$ cat src/shared/scfg_pkg.sv
// Constants and carrier types for the stack and strap priority config block
// Operation
// - Bits 7:4 of stack arrangement always show strapped count and position.
// - Position field 3:2 codes primary, first, second, third secondary.
// - Count field 1:0 codes one to four devices including primary.
// - Position and count fields load from latched strap results.
// - Stack arrangement answers a single byte read at code d6.
// - Priority word is written and read as a word at code d8.
// - Priority bit zero favours stored values, one favours strap values.
// - Store updates strap-loaded commands only if they were written first.
// - Changed priority bits act only after store and power cycle.
// - Stack bit 15 low forces primary single phase, high uses straps.
// - Priority bits 14:12 read zero and ignore writes.
// - Soft-start bit 11 selects stored rise time or strap result.
// - Fault bit 10 selects stored fault responses or strap result.
// - Bits 9,6,5,4,3,2 select stored values or strap result.
// - Vout bit 0 selects strap choice, ignored with external divider.
package scfg_pkg;

  localparam logic [7:0]  CMD_STACK      = 8'hd6;
  localparam logic [7:0]  CMD_PRIORITY   = 8'hd8;
  // Bits that exist in the priority word; the rest read as zero
  localparam logic [15:0] PRIO_MASK      = 16'h8e7d;
  localparam logic [15:0] PRIO_RESET     = 16'h0000;
  localparam logic [3:0]  STACK_RESET    = 4'h0;
  // Primary, single phase: position 00b, count 00b
  localparam logic [3:0]  STACK_PRIMARY  = 4'h0;
  localparam int          STK_POS_HI     = 3;
  localparam int          STK_POS_LO     = 2;
  localparam int          STK_NUM_HI     = 1;
  localparam int          STK_NUM_LO     = 0;

  // Strap-selectable functions, index into the use-strap vector
  localparam int FUNC_N       = 10;
  localparam int F_STACK      = 0;
  localparam int F_SOFTSTART  = 1;
  localparam int F_FAULT      = 2;
  localparam int F_BUS_ADDR   = 3;
  localparam int F_LIGHT_LOAD = 4;
  localparam int F_SW_FREQ    = 5;
  localparam int F_RAMP       = 6;
  localparam int F_LOOP_GAIN  = 7;
  localparam int F_CUR_LIMIT  = 8;
  localparam int F_VOUT_SEL   = 9;
  // Priority word bit that governs each function, same order as above
  localparam int FUNC_BIT [FUNC_N] = '{15, 11, 10, 9, 6, 5, 4, 3, 2, 0};

  typedef struct packed {
    logic [1:0] stack_count;
    logic [1:0] stack_position;
  } scfg_strap_t;

  typedef struct packed {
    logic        valid;
    logic        write;
    logic        word;
    logic [7:0]  code;
    logic [15:0] data;
  } scfg_req_t;

  typedef struct packed {
    logic        valid;
    logic        ack;
    logic [15:0] data;
  } scfg_rsp_t;

endpackage

$ cat src/core/scfg_strap_latch.sv
// One-shot capture of strap pins and the stored priority word after reset
`timescale 1ns/1ps
module scfg_strap_latch
(
  input  wire logic                  i_clock,
  input  wire logic                  i_rst_n,
  input  wire scfg_pkg::scfg_strap_t i_strap,
  input  wire logic [15:0]           i_nvm_priority,
  output logic                       o_done,
  output scfg_pkg::scfg_strap_t      o_strap,
  output logic [15:0]                o_active_priority
);

  logic                  done_q;
  logic                  done_d;
  scfg_pkg::scfg_strap_t strap_q;
  scfg_pkg::scfg_strap_t strap_d;
  logic [15:0]           act_q;
  logic [15:0]           act_d;

  // Capture once; later changes of pins or registers never re-trigger it
  always_comb
  begin
    done_d  = done_q;
    strap_d = strap_q;
    act_d   = act_q;
    if (!done_q)
    begin
      done_d  = 1'b1;
      strap_d = i_strap;
      act_d   = i_nvm_priority & scfg_pkg::PRIO_MASK;
    end
  end

  // Reset takes constants only; the pins are read after release
  always_ff @(posedge i_clock)
  begin
    if (!i_rst_n)
    begin
      done_q  <= 1'b0;
      strap_q <= '0;
      act_q   <= scfg_pkg::PRIO_RESET;
    end
    else
    begin
      done_q  <= done_d;
      strap_q <= strap_d;
      act_q   <= act_d;
    end
  end

  assign o_done            = done_q;
  assign o_strap           = strap_q;
  assign o_active_priority = act_q;

endmodule // scfg_strap_latch

$ cat src/core/scfg_top.sv
// Stack arrangement and strap priority registers with store handling
`timescale 1ns/1ps
module scfg_top
(
  input  wire logic                  i_clock,
  input  wire logic                  i_rst_n,
  input  wire scfg_pkg::scfg_strap_t i_strap,
  input  wire logic [15:0]           i_nvm_priority,
  input  wire logic                  i_ext_divider,
  input  wire scfg_pkg::scfg_req_t   i_req,
  input  wire logic                  i_store,
  input  wire logic [9:0]            i_func_written,
  output scfg_pkg::scfg_rsp_t        o_rsp,
  output logic                       o_ready,
  output logic [9:0]                 o_use_strap,
  output logic [3:0]                 o_stack_role,
  output logic                       o_store_valid,
  output logic [15:0]                o_store_priority,
  output logic [3:0]                 o_store_stack,
  output logic [9:0]                 o_store_mask
);

  logic                  latch_done;
  scfg_pkg::scfg_strap_t strap;
  logic [15:0]           act;

  scfg_strap_latch u_latch
  (
    .i_clock           (i_clock),
    .i_rst_n           (i_rst_n),
    .i_strap           (i_strap),
    .i_nvm_priority    (i_nvm_priority),
    .o_done            (latch_done),
    .o_strap           (strap),
    .o_active_priority (act)
  );

  logic                loaded_q;
  logic                loaded_d;
  logic [3:0]          stk_q;
  logic [3:0]          stk_d;
  logic [15:0]         prio_q;
  logic [15:0]         prio_d;
  logic [9:0]          written_q;
  logic [9:0]          written_d;
  scfg_pkg::scfg_rsp_t rsp_q;
  scfg_pkg::scfg_rsp_t rsp_d;
  logic                store_q;
  logic                store_d;
  logic [15:0]         st_prio_q;
  logic [15:0]         st_prio_d;
  logic [3:0]          st_stk_q;
  logic [3:0]          st_stk_d;
  logic [9:0]          st_mask_q;
  logic [9:0]          st_mask_d;
  logic [9:0]          use_q;
  logic [9:0]          use_d;
  logic [3:0]          role_q;
  logic [3:0]          role_d;
  logic [3:0]          load_stk;
  logic [9:0]          sel_raw;
  logic                take;
  logic                hit_stack;
  logic                hit_prio;

  // Per-function strap selection from the priority latched at power-on
  genvar g;
  generate
    for (g = 0; g < scfg_pkg::FUNC_N; g++)
    begin : g_sel
      assign sel_raw[g] = act[scfg_pkg::FUNC_BIT[g]];
    end
  endgenerate

  assign take      = i_req.valid && loaded_q;
  assign hit_stack = i_req.code == scfg_pkg::CMD_STACK;
  assign hit_prio  = i_req.code == scfg_pkg::CMD_PRIORITY;

  // Selection outputs; only the power-on copy counts, not live writes
  always_comb
  begin
    use_d  = sel_raw;
    use_d[scfg_pkg::F_VOUT_SEL] = sel_raw[scfg_pkg::F_VOUT_SEL]
                                  && !i_ext_divider;
    role_d = act[scfg_pkg::FUNC_BIT[scfg_pkg::F_STACK]] ? strap
                                   : scfg_pkg::STACK_PRIMARY;
    // Register puts position above count, the strap copy the other way
    load_stk = scfg_pkg::STACK_PRIMARY;
    if (act[scfg_pkg::FUNC_BIT[scfg_pkg::F_STACK]])
    begin
      load_stk[scfg_pkg::STK_POS_HI:scfg_pkg::STK_POS_LO] =
        strap.stack_position;
      load_stk[scfg_pkg::STK_NUM_HI:scfg_pkg::STK_NUM_LO] =
        strap.stack_count;
    end
  end

  // Register file and command handling
  always_comb
  begin
    loaded_d  = loaded_q;
    stk_d     = stk_q;
    prio_d    = prio_q;
    written_d = written_q | i_func_written;
    rsp_d     = '0;
    if (latch_done && !loaded_q)
    begin
      // Fields start from the straps, or primary single phase
      loaded_d = 1'b1;
      stk_d    = load_stk;
      prio_d   = act;
    end
    if (take)
    begin
      rsp_d.valid = 1'b1;
      if (hit_stack && !i_req.word)
      begin
        rsp_d.ack = 1'b1;
        if (i_req.write)
        begin
          stk_d = i_req.data[scfg_pkg::STK_POS_HI:scfg_pkg::STK_NUM_LO];
          written_d[scfg_pkg::F_STACK] = 1'b1;
        end
        else
        begin
          // Upper nibble keeps the strap copy whatever the low nibble holds
          rsp_d.data = {8'h00, strap, stk_q};
        end
      end
      else if (hit_prio && i_req.word)
      begin
        rsp_d.ack = 1'b1;
        if (i_req.write)
        begin
          // Takes effect only after store and power cycle
          prio_d = i_req.data & scfg_pkg::PRIO_MASK;
        end
        else
        begin
          rsp_d.data = prio_q;
        end
      end
    end
  end

  // Store: hand the image out, marking which commands may be rewritten
  always_comb
  begin
    store_d   = i_store && loaded_q;
    st_prio_d = st_prio_q;
    st_stk_d  = st_stk_q;
    st_mask_d = st_mask_q;
    if (store_d)
    begin
      // Host must have written values it wants kept
      st_prio_d = prio_q;
      st_stk_d  = stk_q;
      st_mask_d = written_q | i_func_written;
    end
  end

  always_ff @(posedge i_clock)
  begin
    if (!i_rst_n)
    begin
      loaded_q  <= 1'b0;
      stk_q     <= scfg_pkg::STACK_RESET;
      prio_q    <= scfg_pkg::PRIO_RESET;
      written_q <= '0;
      rsp_q     <= '0;
      store_q   <= 1'b0;
      st_prio_q <= scfg_pkg::PRIO_RESET;
      st_stk_q  <= scfg_pkg::STACK_RESET;
      st_mask_q <= '0;
      use_q     <= '0;
      role_q    <= scfg_pkg::STACK_PRIMARY;
    end
    else
    begin
      loaded_q  <= loaded_d;
      stk_q     <= stk_d;
      prio_q    <= prio_d;
      written_q <= written_d;
      rsp_q     <= rsp_d;
      store_q   <= store_d;
      st_prio_q <= st_prio_d;
      st_stk_q  <= st_stk_d;
      st_mask_q <= st_mask_d;
      use_q     <= use_d;
      role_q    <= role_d;
    end
  end

  assign o_rsp            = rsp_q;
  assign o_ready          = loaded_q;
  assign o_use_strap      = use_q;
  assign o_stack_role     = role_q;
  assign o_store_valid    = store_q;
  assign o_store_priority = st_prio_q;
  assign o_store_stack    = st_stk_q;
  assign o_store_mask     = st_mask_q;

  // Checks on the driven registers and outputs
  AST_STK_UPPER: assert property (
    @(posedge i_clock) disable iff (!i_rst_n)
    take && hit_stack && !i_req.word && !i_req.write
    |=> o_rsp.ack && o_rsp.data[7:4] == strap)
    else $error("stack upper nibble not strap copy");

  AST_STK_FIELDS: assert property (
    @(posedge i_clock) disable iff (!i_rst_n)
    take && hit_stack && !i_req.word && !i_req.write
    |=> o_rsp.data[3:0] == $past(stk_q))
    else $error("stack fields not returned in place");

  // Low nibble holds position above count, swapped against the strap copy
  AST_STK_LOAD: assert property (
    @(posedge i_clock) disable iff (!i_rst_n)
    $rose(loaded_q) |-> stk_q ==
      (act[scfg_pkg::FUNC_BIT[scfg_pkg::F_STACK]]
       ? {strap.stack_position, strap.stack_count}
       : scfg_pkg::STACK_PRIMARY))
    else $error("stack fields not loaded from straps");

  AST_STK_ROLE: assert property (
    @(posedge i_clock) disable iff (!i_rst_n)
    loaded_q && !act[scfg_pkg::FUNC_BIT[scfg_pkg::F_STACK]] ##1 loaded_q
    |-> o_stack_role == scfg_pkg::STACK_PRIMARY)
    else $error("role not primary single phase");

  AST_BYTE_ONLY: assert property (
    @(posedge i_clock) disable iff (!i_rst_n)
    take && hit_stack && i_req.word |=> o_rsp.valid && !o_rsp.ack)
    else $error("word access to stack accepted");

  AST_PRIO_WR: assert property (
    @(posedge i_clock) disable iff (!i_rst_n)
    take && hit_prio && i_req.word && i_req.write
    |=> prio_q == ($past(i_req.data) & scfg_pkg::PRIO_MASK))
    else $error("priority write not stored");

  // Watches the answer itself, so a leak through the read path shows
  AST_PRIO_ZERO: assert property (
    @(posedge i_clock) disable iff (!i_rst_n)
    o_rsp.valid |-> (o_rsp.data[14:12] == 3'b000))
    else $error("unsupported priority bits set");

  AST_ACT_HOLD: assert property (
    @(posedge i_clock) disable iff (!i_rst_n)
    loaded_q |=> $stable(act))
    else $error("active priority changed before power cycle");

  AST_SEL_SS: assert property (
    @(posedge i_clock) disable iff (!i_rst_n)
    loaded_q ##1 loaded_q
    |-> o_use_strap[1] == act[11] && o_use_strap[2] == act[10])
    else $error("soft-start or fault selection wrong");

  AST_SEL_ADDR: assert property (
    @(posedge i_clock) disable iff (!i_rst_n)
    loaded_q ##1 loaded_q |-> o_use_strap[3] == act[9]
    && o_use_strap[8] == act[2])
    else $error("address or limit selection wrong");

  AST_VOUT_STRAP_CHOICE_EXT: assert property (
    @(posedge i_clock) disable iff (!i_rst_n)
    i_ext_divider |=> !o_use_strap[9])
    else $error("vout strap used with external divider");

  AST_STORE_MASK: assert property (
    @(posedge i_clock) disable iff (!i_rst_n)
    i_store && loaded_q |=> o_store_valid
    && o_store_mask == $past(written_q | i_func_written))
    else $error("store mask does not follow written commands");

  AST_LATCH_ONCE: assert property (
    @(posedge i_clock) disable iff (!i_rst_n)
    latch_done |=> $stable(strap))
    else $error("strap result recaptured");

endmodule // scfg_top

$ cat config.mk
export PLATFORM = sky130hd
export DESIGN_NAME = scfg_top
export DESIGN_NICKNAME = d
export VERILOG_FILES = /design/src/shared/scfg_pkg.sv /design/src/core/scfg_strap_latch.sv /design/src/core/scfg_top.sv
export SDC_FILE = /design/constraint.sdc
export NUM_CORES = 1
export LEC_CHECK = 0
export BUFFER_PORTS_ARGS = -buffer_cell sky130_fd_sc_hd__buf_4
export CORE_MARGIN = 5
export CORE_UTILIZATION = 50
export CTS_CLUSTER_SIZE = 8
export DETAILED_ROUTE_END_ITERATION = 7
export PLACE_DENSITY = 0.79
export SYNTH_ARGS = -nofsm -noshare
export SYNTH_HDL_FRONTEND = slang
export SYNTH_SLANG_ARGS = --single-unit
$ cat constraint.sdc
create_clock -name i_clock -period 1.9 [get_ports i_clock]
set_clock_uncertainty 0.1 [all_clocks]
set_input_delay 0.38 -clock i_clock [delete_from_list [all_inputs] [get_ports i_clock]]
set_output_delay 0.38 -clock i_clock [all_outputs]
set_load 0.01 [all_outputs]
== Yosys cells after proc, flatten, opt, wreduce, memory -nomap -nowiden ==
Index checks and enable logic that the tools add are counted.
Word-level totals
  word-level logic and storage cells: 50
  input bits: 61
  output and inout bits: 64
  bits in registers: 109
Operators by class
  bitwise gates (word level): 1
  multiplexer cells: 19
  reductions and logical operators: 11
  equality and inequality tests: 2
Operators with widths (count)
  16-bit 2-to-1 mux: 6
  17-bit 2-to-1 mux: 2
  4-bit 2-to-1 mux: 5
  18-bit 2-to-1 mux: 1
  8-bit == test (second input constant): 2
  10-bit bitwise OR: 1
  8-bit 2-to-1 mux: 1
  1-bit logical AND: 6
  1-bit 2-to-1 mux: 4
  2-bit AND reduction: 2
  1-bit zero test: 3

== Depth between registers and ports, before layout ==
  word-level depth: 7
  gate-level depth with buffers: 7
  depth with buffers taken out: 4

== Cells and area by module ==
Synthesis repeated with hierarchy kept, for this count alone.
Second synthesis, totals
  cells, all modules: 402
  area total of the unflattened synthesis: 3955.0 um^2
By module, submodules not included
  scfg_top: cells each 349, area an instance 3343.2 um^2, times used 1
  scfg_strap_latch: cells each 53, area an instance 611.8 um^2, times used 1

== Least setup slack after synthesis ==
Ideal clock, no wire load.
  path kind: register to register
  start: register loaded_q, in the netlist o_ready
  end: register prio_q[11]
  period minus slack after synthesis: 1467 ps
  cell stages (with the launch flop): 7
  arrival time: 1245 ps
  path buffers: 2
  setup time: 123 ps
  setup slack: 433 ps
  data required time: 1677 ps
  path through: dfxtp_1 > nand2b_4 > buf_6 > buf_6 > mux2_4 > nand3_2 > o21ai_2
On the way
  cells in the longest elaborated chain, start to end: 7
  elaborated cells on any way between the ends: 8
  those cells by class: mux: 5; reduce/logical: 3
RTL lines
  start, declared: line scfg_top.sv:38  | logic loaded_q;
  start signal, assigned: line scfg_top.sv:180  | loaded_q <= loaded_d;
  1-bit zero test: line scfg_top.sv:106  | if (latch_done && !loaded_q)
  1-bit logical AND: line scfg_top.sv:106
  16-bit 2-to-1 mux: line scfg_top.sv:106
  16-bit 2-to-1 mux: line scfg_top.sv:133  | if (i_req.write)
  16-bit 2-to-1 mux: line scfg_top.sv:130  | else if (hit_prio && i_req.word)
  16-bit 2-to-1 mux: line scfg_top.sv:116  | if (hit_stack && !i_req.word)
  16-bit 2-to-1 mux *: line scfg_top.sv:113  | if (take)
  end signal, assigned: line scfg_top.sv:168  | prio_q <= scfg_pkg::PRIO_RESET;
  end signal, assigned: line scfg_top.sv:182  | prio_q <= prio_d;
  end, declared: line scfg_top.sv:42  | logic [15:0] prio_q;
Every way passes the cells marked *; elsewhere a longest branch is shown, timed or not.
A chain may end at the register's enable or synchronous reset.

== Worst setup path in the final report ==
  start: register loaded_q, in the netlist o_ready
  end: register rsp_q (netlist bit o_rsp[1])
On the way
  cells in the longest elaborated chain, start to end: 2
RTL lines
  1-bit logical AND: line scfg_top.sv:75  | assign take = i_req.valid && loaded_q;
  2-bit AND reduction (no line)
  end signal, assigned: line scfg_top.sv:184  | rsp_q <= rsp_d;
  end, declared: line scfg_top.sv:46  | scfg_pkg::scfg_rsp_t rsp_q;
No other way between the ends.

==> reports/metrics.yaml <==
sta:
  worstMarginPinSlew_ps: 379
  rsz0062_at_grt: "false"
  worst_slack_ps: 274
  fin_crit_ps: 1630
  slew_headroom_pct: 74.6
  drv_slew: 0
  setup_viol: 0
  fin_crit_sh_pct: 85.6
  fin_setup_tns_ps: 0
  hold_viol: 0
  fmaxAchievable_mhz: 615
cells_and_area:
  multi_input_area_um2: 1570
  drive_above_1_share_pct: 31.5
  fillers: 625
  final_nets: 554
  antenna_cells: 0
  areaGrowthSynthToFinish_pct: 29.3
  seq_area_um2: 2180
power_and_ir_drop:
  power.density_nw_per_um2: 851
  p_leak_nw: 2.21
  vdd_drop_max_uv: 476
job:
  max_cap_viol_count: 0
clock_tree:
  postCtsSetupRepairBufs: 0
  cts_tree: "built"
  worstSkewPairLatency_ps: 370
  cts_made_buffers: 9
  htree_levels: 3
  cts.repair.resized: 0
  cts_hold_buffers: 0
  cts_root_buffer: "clkbuf_8"
  cts.sinks: 109
  cts.path.max_buffers: 2
  clk_pin_slew_ps: 100
routing:
  route.detailed.drc: 0
  wl_per_cell_um: 14.4
  drtIter0Drc: 101
  routed_wl_mm: 8.61
  ant_nets: 0
  vias: 2949
  via_per_inst: 4.92
  drt-pass1-iter-count: 4
placed_design:
  dp_hpwl_mm: 6.30
  io_buffers: 113
  pre_cts_slack_ps: 267
  place_congestion: 0.752
logic_synthesis:
  synth_edf_count: 0
  syn-cell-area_um2: 3890
  synth.most_common_cell: "dfxtp_1"
  synth_async_sr_flop_share_pct: 0
  netlist_top_cells_area: "dfxtp_1 (56%), nand2_1 (5.6%), mux2i_1 (4.6%), and2_1 (4.5%), a21boi_0 (4.1%)"
  synth_top_area_cell: "dfxtp_1"
  synth_commonest_cells: "dfxtp_1 (109), nand2_1 (58), and2_1 (28)"
  synth.avg_cell_area_um2: 10.1
  synth_top_area_share_pct: 56.1
  synth_nets: 447
  ys_ff_latch: 109
  synthCells: 386
  yosysSeqAreaShare_pct: 56.1
  synth_flop_cell: "dfxtp_1"
  synth_cell_types: 32
  ys_warn_count: 0
floorplanning:
  initial_core_util_pct: 50.9
  die-area_um2: 9650
  core_um2: 7650
  die_height_um: 98.2
  rows: 32
  pin_count: 125
  die_x_um: 98.2
critical_path:
  start_kind: "register"
  crit_start: "o_ready"
  cp_max_fo: 8
  end_kind: "register"
  path_class: "register to register"
  regToRegStartpoint: "o_ready"
  required_ps: 2100
  worstPathArrival_ps: 1830
  r2r_slack_ps: 270
global_routing:
  grt_start_max_net_pins: 60
  grt_pass1_vias: 2915
  grt_usage_pct: 18.1
  antenna_found_initial: 0
  grt-ovfl-total: 0
  grt_pass1_wl_mm: 14.1
worst_hold_path:
  min_path_type: "input pin to register"
  hold_start: "i_func_written[8]"
status:
  status: "complete, no violations"
-- routing by layer --
layer	vias to the layer above	global-route usage (%)	routed length, µm
met5	-	0	0
met3	11	4.71	597
li1	1502	-	-
met4	0	6.30	121
met2	84	31.3	4300
met1	1352	21.9	3600
-- sequential cells by signal (all words and copies together) (netlist names), 4 cells and up --
| name | cells |
|---|---|
| prio_q | 16 |
| written_q | 10 |
| stk_q | 4 |
| o_rsp | 18 |
| u_latch.o_strap | 4 |
| o_use_strap | 10 |
| o_store_mask | 10 |
| o_stack_role | 4 |
| o_store_stack | 4 |
| u_latch.o_active_priority | 10 |
| o_store_priority | 16 |
-- power breakdown --
group / total, mW / switching, mW / internal (mW)
sequential: 2.40 / 0.0453 / 2.35
clock: 1.54 / 0.789 / 0.749
combinational: 0.346 / 0.154 / 0.192
-- through the flow --
step                total power [mW]  hold slack (ps)  instance area, µm²  cells  utilization, %
floorplan                       2.63              308                3890    386               -
global placement                2.79              335                4810    584            62.9
detailed placement              2.80              343                4810    584            62.9
CTS                             4.31              114                5030    600            65.8
global route                    4.44              110                5030    600            65.8
finish                          4.28              126                5030    600            65.8
-- cells in the final DEF (no fill, tap or decap), drive strengths merged, types with 2 or more instances in the layout --
cell type,instances
dfxtp,109
and2,29
buf,122
a21boi,21
nor2,22
bufinv,2
mux2i,18
nor3,10
mux2,10
o21ai,14
a22oi,8
nand3,11
clkinvlp,2
o21a,10
and3,8
inv,2
o211a,2
nand2,58
nor2b,14
and4bb,2
nor3b,9
clkbuf,9
-- worst paths after layout --
| check | end | cells after the start |
|---|---|---|
| setup / recovery | o_rsp[1] | 4 |
| hold / removal | written_q[8] | 2 |
| setup reg to reg | o_rsp[1] | 4 |
| hold reg to reg | written_q[2] | 1 |
-- cells by family (layout without fill, tap and decap cells) --
logic type / Yosys count / in the layout / synth area share, %
flip-flops: 109 / 109 / 56.1
multiplexers: 28 / 28 / 7.62
AO/OA/AOI/OAI: 55 / 55 / 9.93
AND/OR/NAND/NOR: 168 / 168 / 22.9
buffers and inverters: 26 / 138 / 3.54
-- worst max-delay path, stage by stage (launching register included) --
cell	delay [ps]
dfxtp_1	460
and3_1	290
and2_2	210
nand3b_1	290
nor2_1	210
-- cell type report --
| class | instances | area share (%) |
|---|---|---|
| Clock buffer | 9 | 2.46 |
| Tap cell | 102 | 2.54 |
| Sequential cell | 109 | 43.4 |
| Multi-Input combinational cell | 251 | 31.3 |
| Timing Repair Buffer | 122 | 18.4 |
| Clock inverter | 7 | 1.94 |
No activity file was read; power rests on OpenSTA's default activity.
